**src/inc/period_timer_pkg.sv**
```systemverilog
// Package for the 8-bit period-match timer: register map, control fields,
// reset values and shared carrier types.
// Assumes a single 125 MHz clock and a plain strobe register port.
package period_timer_pkg;

  localparam int unsigned CLK_MHZ = 125;
  localparam int unsigned ADDR_W  = 4;
  localparam int unsigned DATA_W  = 8;

  // Register offsets on the plain register port
  localparam logic [3:0] OFS_TICK_COUNT   = 4'h0;
  localparam logic [3:0] OFS_PERIOD_LIMIT = 4'h1;
  localparam logic [3:0] OFS_CONTROL      = 4'h2;
  localparam logic [3:0] OFS_IRQ_STATUS   = 4'h3;
  localparam logic [3:0] OFS_IRQ_MASK     = 4'h4;

  // Control register fields
  localparam int unsigned CTL_PRE_LSB  = 0;  // Prescaler select, 2 bits
  localparam int unsigned CTL_RUN_BIT  = 2;  // count_run_enable
  localparam int unsigned CTL_POST_LSB = 3;  // Postscaler ratio minus one, 4 bits
  localparam int unsigned CTL_TB_BIT   = 7;  // PWM time base select

  // Prescaler select codes
  localparam logic [1:0] PRE_DIV1  = 2'h0;
  localparam logic [1:0] PRE_DIV4  = 2'h1;
  localparam logic [1:0] PRE_DIV16 = 2'h2;

  // Reset values
  localparam logic [7:0] RST_TICK_COUNT   = 8'h00;
  localparam logic [7:0] RST_PERIOD_LIMIT = 8'hFF;
  localparam logic [7:0] RST_CONTROL      = 8'h00;
  localparam logic [7:0] RST_IRQ_MASK     = 8'h00;

  // Interrupt status bits
  localparam int unsigned IRQ_POST_BIT  = 0;  // Postscaled period match
  localparam int unsigned IRQ_MATCH_BIT = 1;  // Every raw period match

  // Register port request carrier
  typedef struct packed {
    logic [3:0] addr;
    logic [7:0] wdata;
    logic       wr;
    logic       rd;
  } reg_req_t;

endpackage

```
**src/rtl/tick_prescaler.sv**
```systemverilog
// Prescaler for the period-match timer: makes a one-cycle tick enable at
// 1:1, 1:4 or 1:16 of the clock.
// Assumes the caller pulses clear on any write that restarts the scalers.
`timescale 1ns/1ps
module tick_prescaler
  import period_timer_pkg::*;
#(
  parameter int unsigned CNT_W = 4
)(
  input  wire logic       mclk,   // Clock
  input  wire logic       rst,    // Async reset, active high
  input  wire logic       run,    // Count enable
  input  wire logic       clear,  // Clear divider count
  input  wire logic [1:0] sel,    // Divide select
  output logic            tick    // One-cycle tick enable
);
  import period_timer_pkg::*;

  logic [CNT_W-1:0] div_count;
  logic [CNT_W-1:0] last_count;

  // Terminal value of the divider for the chosen ratio
  always_comb
  begin
    unique case (sel)
      PRE_DIV4:  last_count = CNT_W'(3);
      PRE_DIV16: last_count = CNT_W'(15);
      default:   last_count = '0;
    endcase
  end

  assign tick = run && (div_count == last_count);

  // Divider count; cleared on restart so the first tick is a full period
  always_ff @(posedge mclk or posedge rst)
  begin
    if (rst)
      div_count <= '0;
    else if (clear)
      div_count <= '0;
    else if (tick)
      div_count <= '0;
    else if (run)
      div_count <= div_count + CNT_W'(1);
  end

  a_tick_spacing: assert property (@(posedge mclk) disable iff (rst)
    (sel == PRE_DIV4 && run && !clear && tick) ##1 (run && !clear && sel == PRE_DIV4)[*3]
      |-> !tick)
    else $error("prescaler tick came early at 1:4");
endmodule

```
**src/rtl/period_match_timer.sv**
```systemverilog
// Top of the 8-bit period-match timer with prescaler, postscaler,
// interrupt status and mask, and PWM time base output.
// Assumes a master that uses one-cycle read and write strobes, never both.
//
// The address-and-strobe port and the placing of the registers were chosen for this implementation.
`timescale 1ns/1ps
module period_match_timer
  import period_timer_pkg::*;
(
  input  wire logic                        mclk,       // Clock, 125 MHz
  input  wire logic                        rst,        // Async reset, active high
  input  wire period_timer_pkg::reg_req_t  req,        // Register request
  input  wire logic                        ext_base,   // Other timer's match pulse
  output logic [7:0]                       rdata,      // Read data, cycle after strobe
  output logic                             irq,        // Level interrupt
  output logic                             match,      // One-cycle period match
  output logic                             pwm_base    // Selected PWM time base pulse
);
  import period_timer_pkg::*;

  logic [7:0] tick_count;
  logic [7:0] period_limit;
  logic [7:0] timer_control_reg;
  logic [1:0] irq_status;
  logic [1:0] irq_mask;
  logic [3:0] post_count;
  logic       tick;
  logic       count_run_enable;
  logic       scaler_clear;
  logic       post_event;
  logic       wr_count;
  logic       wr_period;
  logic       wr_ctl;
  logic       rd_status;
  logic [3:0] post_last;

  function automatic logic hit(input logic [3:0] ofs, input reg_req_t r);
    hit = (r.addr == ofs);
  endfunction

  assign wr_count  = req.wr && hit(OFS_TICK_COUNT, req);
  assign wr_period = req.wr && hit(OFS_PERIOD_LIMIT, req);
  assign wr_ctl    = req.wr && hit(OFS_CONTROL, req);
  assign rd_status = req.rd && hit(OFS_IRQ_STATUS, req);

  assign count_run_enable = timer_control_reg[CTL_RUN_BIT];
  assign post_last        = timer_control_reg[CTL_POST_LSB +: 4];
  // Restart both scalers on a count or control write
  assign scaler_clear     = wr_count || wr_ctl;

  tick_prescaler #(
    .CNT_W (4)
  ) u_pre (
    .mclk  (mclk),
    .rst   (rst),
    .run   (count_run_enable),
    .clear (scaler_clear),
    .sel   (timer_control_reg[CTL_PRE_LSB +: 2]),
    .tick  (tick)
  );

  // Match is the tick on which the count equals the period, with no scaler restart in that cycle
  assign match = tick && (tick_count == period_limit) && !scaler_clear;
  assign post_event = match && (post_count == post_last);

  // Running count: software write wins, control write leaves it alone
  always_ff @(posedge mclk or posedge rst)
  begin
    if (rst)
      tick_count <= RST_TICK_COUNT;
    else if (wr_count)
      tick_count <= req.wdata;
    else if (match)
      tick_count <= 8'h00;
    else if (tick && !wr_ctl)
      tick_count <= tick_count + 8'h01;
  end

  // Period and control registers
  always_ff @(posedge mclk or posedge rst)
  begin
    if (rst)
    begin
      period_limit      <= RST_PERIOD_LIMIT;
      timer_control_reg <= RST_CONTROL;
    end
    else
    begin
      if (wr_period)
        period_limit <= req.wdata;
      if (wr_ctl)
        timer_control_reg <= req.wdata;
    end
  end

  // Postscaler match counter
  always_ff @(posedge mclk or posedge rst)
  begin
    if (rst)
      post_count <= 4'h0;
    else if (scaler_clear)
      post_count <= 4'h0;
    else if (post_event)
      post_count <= 4'h0;
    else if (match)
      post_count <= post_count + 4'h1;
  end

  // Sticky status: a new event beats the clear-on-read in the same cycle
  always_ff @(posedge mclk or posedge rst)
  begin
    if (rst)
      irq_status <= 2'h0;
    else
    begin
      irq_status[IRQ_POST_BIT]  <= post_event ||
                                   (irq_status[IRQ_POST_BIT] && !rd_status);
      irq_status[IRQ_MATCH_BIT] <= match ||
                                   (irq_status[IRQ_MATCH_BIT] && !rd_status);
    end
  end

  // Mask register
  always_ff @(posedge mclk or posedge rst)
  begin
    if (rst)
      irq_mask <= RST_IRQ_MASK[1:0];
    else if (req.wr && hit(OFS_IRQ_MASK, req))
      irq_mask <= req.wdata[1:0];
  end

  assign irq = |(irq_status & irq_mask);

  // Time base mux for PWM channels: this timer or the other one
  assign pwm_base = timer_control_reg[CTL_TB_BIT] ? ext_base : match;

  // Read data register; unmapped offsets read as zero
  always_ff @(posedge mclk or posedge rst)
  begin
    if (rst)
      rdata <= 8'h00;
    else if (req.rd)
    begin
      unique case (req.addr)
        OFS_TICK_COUNT:   rdata <= tick_count;
        OFS_PERIOD_LIMIT: rdata <= period_limit;
        OFS_CONTROL:      rdata <= timer_control_reg;
        OFS_IRQ_STATUS:   rdata <= {6'h00, irq_status};
        OFS_IRQ_MASK:     rdata <= {6'h00, irq_mask};
        default:          rdata <= 8'h00;
      endcase
    end
    else
      rdata <= 8'h00;
  end

  // Core count, scaler and read-back checks
  a_match_wraps: assert property (@(posedge mclk) disable iff (rst)
    (match && !req.wr) |=> (tick_count == 8'h00))
    else $error("count did not wrap after period match");

  a_ctl_keeps_count: assert property (@(posedge mclk) disable iff (rst)
    (wr_ctl && !wr_count) |=> (tick_count == $past(tick_count)))
    else $error("control write changed the count");

  a_count_wr_clr: assert property (@(posedge mclk) disable iff (rst)
    wr_count |=> (post_count == 4'h0))
    else $error("count write left postscaler running");

  a_ctl_wr_clr: assert property (@(posedge mclk) disable iff (rst)
    wr_ctl |=> (post_count == 4'h0))
    else $error("control write left postscaler running");

  a_stop_holds: assert property (@(posedge mclk) disable iff (rst)
    (!count_run_enable && !wr_count) |=> (tick_count == $past(tick_count)))
    else $error("count moved while stopped");

  a_post_flag: assert property (@(posedge mclk) disable iff (rst)
    post_event |=> irq_status[IRQ_POST_BIT])
    else $error("postscaled match did not set the flag");

  a_match_equal: assert property (@(posedge mclk) disable iff (rst)
    match |-> (tick_count == period_limit))
    else $error("match without equal count");

  a_period_write: assert property (@(posedge mclk) disable iff (rst)
    wr_period |=> (period_limit == $past(req.wdata)))
    else $error("period write lost");

  a_irq_level: assert property (@(posedge mclk) disable iff (rst)
    (irq_status[IRQ_POST_BIT] && irq_mask[IRQ_POST_BIT]) |-> irq)
    else $error("unmasked status without interrupt");

  a_read_back: assert property (@(posedge mclk) disable iff (rst)
    (req.rd && req.addr == OFS_CONTROL && !req.wr) |=>
      (rdata == $past(timer_control_reg)))
    else $error("control read-back wrong");

  // Assertion helpers: cycles since the last tick and since the last match.
  // Both restart with the scalers and rest at zero while the timer is stopped.
  logic [4:0]  tick_gap;
  logic [4:0]  gap_limit;
  logic [12:0] stall_cycles;

  // Tick spacing minus one for each prescaler code; code 3 runs at 1:1
  always_comb
  begin
    unique case (timer_control_reg[CTL_PRE_LSB +: 2])
      PRE_DIV4:  gap_limit = 5'h03;
      PRE_DIV16: gap_limit = 5'h0F;
      default:   gap_limit = 5'h00;
    endcase
  end

  // Tick gap counter, kept apart from the divider so the check is independent
  always_ff @(posedge mclk or posedge rst)
  begin
    if (rst)
      tick_gap <= 5'h00;
    else if (scaler_clear || tick || !count_run_enable)
      tick_gap <= 5'h00;
    else
      tick_gap <= tick_gap + 5'h01;
  end

  // Match stall counter; 256 ticks of 16 cycles is the longest legal wait
  always_ff @(posedge mclk or posedge rst)
  begin
    if (rst)
      stall_cycles <= 13'h0000;
    else if (scaler_clear || match || !count_run_enable)
      stall_cycles <= 13'h0000;
    else
      stall_cycles <= stall_cycles + 13'h0001;
  end

  // Ticks come exactly at the selected ratio and nowhere else
  a_tick_ratio: assert property (@(posedge mclk) disable iff (rst)
    (count_run_enable && !scaler_clear) |-> (tick == (tick_gap == gap_limit)))
    else $error("prescaler tick off its ratio");

  // A running timer can never starve the match output
  a_match_bound: assert property (@(posedge mclk) disable iff (rst)
    stall_cycles <= 13'h0FFF)
    else $error("running timer went too long without a match");

  // Count register takes the written byte
  a_count_write: assert property (@(posedge mclk) disable iff (rst)
    wr_count |=> (tick_count == $past(req.wdata)))
    else $error("count write lost");

  // Control register takes the written byte
  a_ctl_write: assert property (@(posedge mclk) disable iff (rst)
    wr_ctl |=> (timer_control_reg == $past(req.wdata)))
    else $error("control write lost");

  // Mask register takes the low bits of the written byte
  a_mask_write: assert property (@(posedge mclk) disable iff (rst)
    (req.wr && hit(OFS_IRQ_MASK, req)) |=> (irq_mask == $past(req.wdata[1:0])))
    else $error("mask write lost");

  // Period only changes on its own write
  a_period_hold: assert property (@(posedge mclk) disable iff (rst)
    !wr_period |=> $stable(period_limit))
    else $error("period changed without a write");

  // Control only changes on its own write
  a_ctl_hold: assert property (@(posedge mclk) disable iff (rst)
    !wr_ctl |=> $stable(timer_control_reg))
    else $error("control changed without a write");

  // A stopped timer never matches
  a_stop_no_match: assert property (@(posedge mclk) disable iff (rst)
    !count_run_enable |-> !match)
    else $error("match while stopped");

  // A restart swallows a coinciding match
  a_clear_no_match: assert property (@(posedge mclk) disable iff (rst)
    scaler_clear |-> !match)
    else $error("match on a scaler restart");

  // Each tick short of the period steps the count by one, wrapping at 8 bits
  a_count_step: assert property (@(posedge mclk) disable iff (rst)
    (tick && !match && !req.wr) |=>
      (tick_count == $past(tick_count) + 8'h01))
    else $error("count did not step on a tick");

  // Every raw match leaves its sticky flag
  a_raw_flag: assert property (@(posedge mclk) disable iff (rst)
    match |=> irq_status[IRQ_MATCH_BIT])
    else $error("raw match did not set the flag");

  // A status read with no new event empties the status
  a_rd_clears: assert property (@(posedge mclk) disable iff (rst)
    (rd_status && !match) |=> (irq_status == 2'h0))
    else $error("status read did not clear");

  // Status read returns the flags as they stood before the clear
  a_status_read: assert property (@(posedge mclk) disable iff (rst)
    rd_status |=> (rdata == {6'h00, $past(irq_status)}))
    else $error("status read-back wrong");

  // Read data is zero outside the cycle after a read strobe
  a_rdata_idle: assert property (@(posedge mclk) disable iff (rst)
    !req.rd |=> (rdata == 8'h00))
    else $error("read data not idle");

  // Postscaler count never passes the selected ratio
  a_post_bound: assert property (@(posedge mclk) disable iff (rst)
    post_count <= post_last)
    else $error("postscaler passed its ratio");

  // Postscaler restarts after raising its event
  a_post_restart: assert property (@(posedge mclk) disable iff (rst)
    post_event |=> (post_count == 4'h0))
    else $error("postscaler did not restart");

  // Each match short of the ratio advances the postscaler
  a_post_step: assert property (@(posedge mclk) disable iff (rst)
    (match && !post_event) |=>
      (post_count == $past(post_count) + 4'h1))
    else $error("postscaler did not count a match");

  // Own match drives the PWM base when selected
  a_pwm_own: assert property (@(posedge mclk) disable iff (rst)
    !timer_control_reg[CTL_TB_BIT] |-> (pwm_base == match))
    else $error("PWM base not following own match");

  // Other timer's pulse drives the PWM base when selected
  a_pwm_ext: assert property (@(posedge mclk) disable iff (rst)
    timer_control_reg[CTL_TB_BIT] |-> (pwm_base == ext_base))
    else $error("PWM base not following other timer");

  // A fully masked status keeps the interrupt low
  a_irq_masked: assert property (@(posedge mclk) disable iff (rst)
    (irq_mask == 2'h0) |-> !irq)
    else $error("interrupt high with all sources masked");
endmodule

```
**config.mk**
```make
export PLATFORM = sky130hd
export DESIGN_NAME = period_match_timer
export DESIGN_NICKNAME = d
export VERILOG_FILES = /design/src/inc/period_timer_pkg.sv /design/src/rtl/tick_prescaler.sv /design/src/rtl/period_match_timer.sv
export SDC_FILE = /design/constraint.sdc
export NUM_CORES = 1
export LEC_CHECK = 0
export BUFFER_PORTS_ARGS = -buffer_cell sky130_fd_sc_hd__buf_2
export CORE_UTILIZATION = 50
export DETAILED_ROUTE_END_ITERATION = 8
export PLACE_DENSITY = 0.75
export SYNTH_ARGS = -nofsm -noshare
export SYNTH_HDL_FRONTEND = slang
export SYNTH_SLANG_ARGS = --single-unit
```
**constraint.sdc**
```tcl
create_clock -name mclk -period 2.5 [get_ports mclk]
set_input_delay 0.125 -clock mclk [delete_from_list [all_inputs] [get_ports mclk]]
set_output_delay 0.125 -clock mclk [all_outputs]
set_load 0.005 [all_outputs]
```
* Word-level counts from Yosys, hierarchy flattened
Cells that the tools add are included.
** Word-level totals
- Flip-flop bits (word level) :: 44
- Input bits :: 17
- Output and inout port bits :: 11
- Logic and storage cells :: 57
** Operators by class
- Add/subtract/negate cells :: 3
- Eq/ne operators :: 9
- Multiplexer cells :: 13
- Bitwise logic cells :: 1
- Reductions and logical operators :: 23
** Operators with widths (count)
- 8-bit case mux with 5 select lines :: 1
- 8-bit 2-to-1 mux :: 4
- 4-bit 2-to-1 mux :: 6
- 1-bit logical AND :: 12
- 3-bit nonzero test :: 3
- 4-bit by 1-bit adder with 4-bit output, second input constant :: 2
- 8-bit by 1-bit adder with 8-bit output, second input constant :: 1
- 4-bit by 2-bit == test with 1-bit output, second input constant :: 2
- 4-bit == test :: 2
- 8-bit == test :: 1
- 4-bit case mux with 2 select lines :: 1
- 4-bit by 1-bit == test with 1-bit output, second input constant :: 1
- 4-bit by 3-bit == test with 1-bit output, second input constant :: 1
- 4-bit zero test :: 1
- 1-bit zero test :: 3
- 1-bit logical OR :: 3
- 2-bit AND :: 1
- 2-bit by 1-bit == test with 1-bit output, second input constant :: 1
- 2-bit == test, second input constant :: 1
- 2-bit OR reduction :: 1
- 1-bit 2-to-1 mux :: 1

* Depth between registers and ports, before layout
- Word-level depth :: 9
- Gate-level depth with buffers :: 8
- Gate-level depth less buffers :: 7

* By module
A second synthesis with hierarchy kept.
** Second synthesis, totals
- Cells, all modules :: 233
- Area total of the unflattened synthesis :: 2387.3 µm²
** Modules (own cells, without submodules)
- period_match_timer :: instances 1, cells an instance 199, area an instance 2078.2 µm², sequential area each 1011.0 µm²
- tick_prescaler :: instances 1, cells an instance 34, area an instance 309.0 µm², sequential area each 100.1 µm²

* Least setup slack after synthesis
Ideal clock, no wire load.
- Path kind :: register to register
- Start :: reg timer_control_reg[0]
- End :: reg tick_count[4]
- Setup time :: 87 ps
- Data arrival time :: 1770 ps
- Required time :: 2413 ps
- Setup slack :: 644 ps
- Stages on the path, launching flop included :: 8
- Path buffers :: 0
- Clock period less this slack :: 1856 ps
- Path through :: dfrtp_1 -> inv_1 -> ha_1 -> nor3b_1 -> o221a_2 -> nand2_1 -> or4b_1 -> o211ai_1
** Between the ends
- Longest elaborated chain between the ends :: 8
- Elaborated cells on any way between the ends :: 11
- Classes of those cells :: eq/ne (3); mux (3); reduce/logical (5)
** Ends and longest elaborated chain
- start: declaration :: RTL line period_match_timer.sv:23 : logic [7:0] timer_control_reg;
- start signal: assignment :: RTL line period_match_timer.sv:92 : timer_control_reg <= req.wdata;
- 2-bit == test or 2-bit by 1-bit == test with 1-bit output (tied branches) :: RTL line tick_prescaler.sv:25 : unique case (sel)
- 4-bit case mux with 2 select lines (*) :: RTL line tick_prescaler.sv:25
- 4-bit == test (*) :: RTL line tick_prescaler.sv:32 : assign tick = run && (div_count == last_count);
- 1-bit logical AND (*) :: RTL line tick_prescaler.sv:32
- 1-bit logical AND (2 in series) :: RTL line period_match_timer.sv:63 : assign match = tick && (tick_count == period_limit) && !scaler_clear;
- 8-bit 2-to-1 mux :: RTL line period_match_timer.sv:73 : else if (match)
- 8-bit 2-to-1 mux :: RTL line period_match_timer.sv:71 : else if (wr_count)
- end signal: assignment :: RTL line period_match_timer.sv:72 : tick_count <= req.wdata;
- end signal: assignment :: RTL line period_match_timer.sv:76 : tick_count <= tick_count + 8'h01;
- end: declaration :: RTL line period_match_timer.sv:21 : logic [7:0] tick_count;
Every way passes the cells marked *; elsewhere a longest branch is shown, timed or not.
A chain may end at the register's enable or synchronous reset.

* Worst setup path in the final report
- Start :: reg timer_control_reg[1]
- End :: out pwm_base
** Between the ends
- Longest elaborated chain between the ends :: 7
- Elaborated cells on any way between the ends :: 8
- Classes of those cells :: eq/ne (3); mux (2); reduce/logical (3)
** Ends and longest elaborated chain
- 2-bit == test or 2-bit by 1-bit == test with 1-bit output (tied branches) :: RTL line tick_prescaler.sv:25
- 4-bit case mux with 2 select lines (*) :: RTL line tick_prescaler.sv:25
- 4-bit == test (*) :: RTL line tick_prescaler.sv:32
- 1-bit logical AND (*) :: RTL line tick_prescaler.sv:32
- 1-bit logical AND (*) (2 in series) :: RTL line period_match_timer.sv:63
- 1-bit 2-to-1 mux (*) :: RTL line period_match_timer.sv:135 : assign pwm_base = timer_control_reg[CTL_TB_BIT] ? ext_base : match;
- end: declaration :: RTL line period_match_timer.sv:17 : output logic pwm_base
Marks and branches as above.

==> reports/metrics.cfg <==
[placement]
post-dp-hpwl_um = 4070
gp_congestion = 0.900
dpl.cell_count = 321
io_buffer_count = 27

[global_route]
grt_use_total = 0.228
grt.met1_usage = 0.311
grt_pass1_wl_um = 9000
grtUsageMet2 = 0.353
grt_max_degree = 26
gr-usage-met3 = 0.0375
grt_pass1_vias = 1840
top_usage_layer = met2
antenna_found_initial = 0
grt_overflow = 0

[clocking]
clock-sinks = 44
cts_setup_buffers = 0
cts_tree = built
ctsHoldBuffers = 1
cts_root_buffer = clkbuf_8
clkLatencyLatePin_ns = 0.30
ctsLongestPathBuffers = 2
ctsHtreeMaxLevel = 2
clk_pin_slew_ns = 0.08
cts_resized = 0
cts_buffers = 5

[cells_and_area]
area_delta_synth_final_pct = 12.8
finalNonFillerCells = 330
antenna_cells = 0
nNetsFinal = 283
fillCellCount = 430
drive_gt1_frac = 0.297

[route]
drt-total-wl_um = 5530
drcViolationCount = 0
final_antenna_net_count = 0
num_vias = 1939
first_iter_violations = 183
drt-vias-per-instance = 5.88
routedWlPerCell_um = 16.8
dr.pass1.iters = 4

[pwr]
leakagePower_nw = 1.30
p_per_area_nw_per_um2 = 832
vdd_ir_drop_max_mv = 0.424

[setup_path]
crit_type = reg -> out
reg2reg_from = timer_control_reg[1]$_DFFE_PP0P_
reg2regPathDepth = 6
cp.required_ns = 2.38
r2r_end = tick_count[4]$_DFFE_PP0P_
cp_max_fo = 4
cp_data_arrival_time_ns = 2.16
crit_path_end_kind = output port
cp-start-kind = flip-flop
reg2reg_slack_ns = 0.29

[sta]
tns_ns = 0
worst_slew_pin_slew_ns = 0.684
max_freq_mhz = 437
setup_viol = 0
min_period_ns = 2.29
rsz0062_at_grt = false
final.period_utilization = 0.915
relSlewSlack = 0.541
finalClockSkew_ns = 0.00747
fin_hold_ws_ns = 0.0871
hold_viol_final = 0
slew_violations = 0

[synthesis]
syn_nets = 253
yosysUniqueCellTypes = 57
postSynthCellCount = 232
synth_async_sr_flop_share = 1.00
synth_top_area_cell = dfrtp_1
synth_edf_count = 0
synth_top_area_frac = 0.362
ys_seq_area_frac = 0.446
synth_seq_cells = 44
yosys-top-cells-area = dfrtp_1 (36%), mux2_2 (8.6%), dfstp_2 (8.4%)
syn-cell-area_um2 = 2490
synth_warnings = 0
synth_ff_type = dfrtp_1
avgSynthCellArea_um2 = 10.7

[floorplan]
rows = 25
core_area_um2 = 4750
die_w_um = 72.6
die_y_um = 72.6
start_util = 0.524
num_io_pins = 28
die_area_um2 = 5270

[hold_path]
min_path_cells = 2
min_to = timer_control_reg[2]$_DFFE_PP0P_
hold_start = req[4]
hold_class = in -> reg

[run_status]
status = finished clean

[run]
cap_violations = 0

where the power goes:
group	switching [mW]	internal, mW	leakage (nW)	total [mW]
registers	0.245	0.904	0.552	1.15
logic	0.316	0.327	0.698	0.644
clock network	0.248	0.296	0.0541	0.543
final cells by class:
type                       count  area (um2)  share of cell area
clock buffer                   5        68.8              0.0245
inverter                       5        18.8             0.00668
multi-input combinational    172        1290               0.460
sequential                    44        1110               0.396
timing repair buffer          34         190              0.0677
clock inverter                 3        42.5              0.0152
tap                           67        83.8              0.0299
cell usage after synthesis (all sizes together), types with 5 or more instances:
master / instances
nand3: 7
inv: 5
dfrtp: 36
nand2: 17
mux2i: 13
nor2: 26
xor2: 12
buf: 9
a21oi: 10
mux2: 19
nor2b: 5
dfstp: 8
routing by layer:
layer	wire (um)	vias to the layer above
li1	-	916
met1	2450	938
met2	2660	74
met3	297	11
met4	121	0
met5	0	-
how the worst max path moves through the flow:
stage | from | endpoint | slack (ns) | cells after the start
global placement | timer_control_reg[0]$_DFFE_PP0P_ | tick_count[4]$_DFFE_PP0P_ | 0.42 | 7
detailed placement | timer_control_reg[0]$_DFFE_PP0P_ | tick_count[4]$_DFFE_PP0P_ | 0.31 | 7
global route | timer_control_reg[0]$_DFFE_PP0P_ | pwm_base | 0.09 | 7
CTS | tick_count[2]$_DFFE_PP0P_ | pwm_base | 0.21 | 6
finish | timer_control_reg[1]$_DFFE_PP0P_ | pwm_base | 0.21 | 6
floorplan | timer_control_reg[0]$_DFFE_PP0P_ | tick_count[4]$_DFFE_PP0P_ | 0.64 | 7
worst max-delay path: stages, from the launching register on:
cell and delay, ns:
dfrtp_1 0.41, ha_1 0.29, nor3b_1 0.26, o221ai_1 0.26, nor3_4 0.33, mux2_2 0.22, buf_2 0.10
cell families (layout without fill, tap and decap cells):
logic type | count (synthesis) | in the layout | share of synthesized area
AO/OA/AOI/OAI | 40 | 40 | 0.122
flip-flops | 44 | 44 | 0.446
multiplexers | 32 | 32 | 0.138
AND/OR/NAND/NOR | 84 | 84 | 0.197
XOR/XNOR | 12 | 12 | 0.0422
buffers and inverters | 16 | 47 | 0.0347
adder cells (fa/ha/maj) | 4 | 4 | 0.0201
placed cells by master, fill, tap and decap left out, types with 5 or more instances in the layout:
cell type	count
clkbuf_8	5
nor2b_1	5
buf_2	27
xor2_1	12
mux2_2	19
dfstp_2	8
nand2_1	17
nor2_1	24
mux2i_1	13
nand3_1	6
a21oi_1	9
dfrtp_1	36
buf_4	6
per-stage QoR:
stage / setup WS [ns] / cell area (um2) / total power, mW / utilization
3_5_place_dp: 0.305 / 2690 / 1.80 / 0.565
3_3_place_gp: 0.416 / 2690 / 1.77 / 0.565
5_1_grt: 0.0939 / 2810 / 2.48 / 0.591
4_1_cts: 0.205 / 2810 / 2.34 / 0.591
2_1_floorplan: 0.644 / 2490 / 1.61 / -
6_report: 0.213 / 2810 / 2.34 / 0.591
No activity file was read; power rests on OpenSTA's default activity.
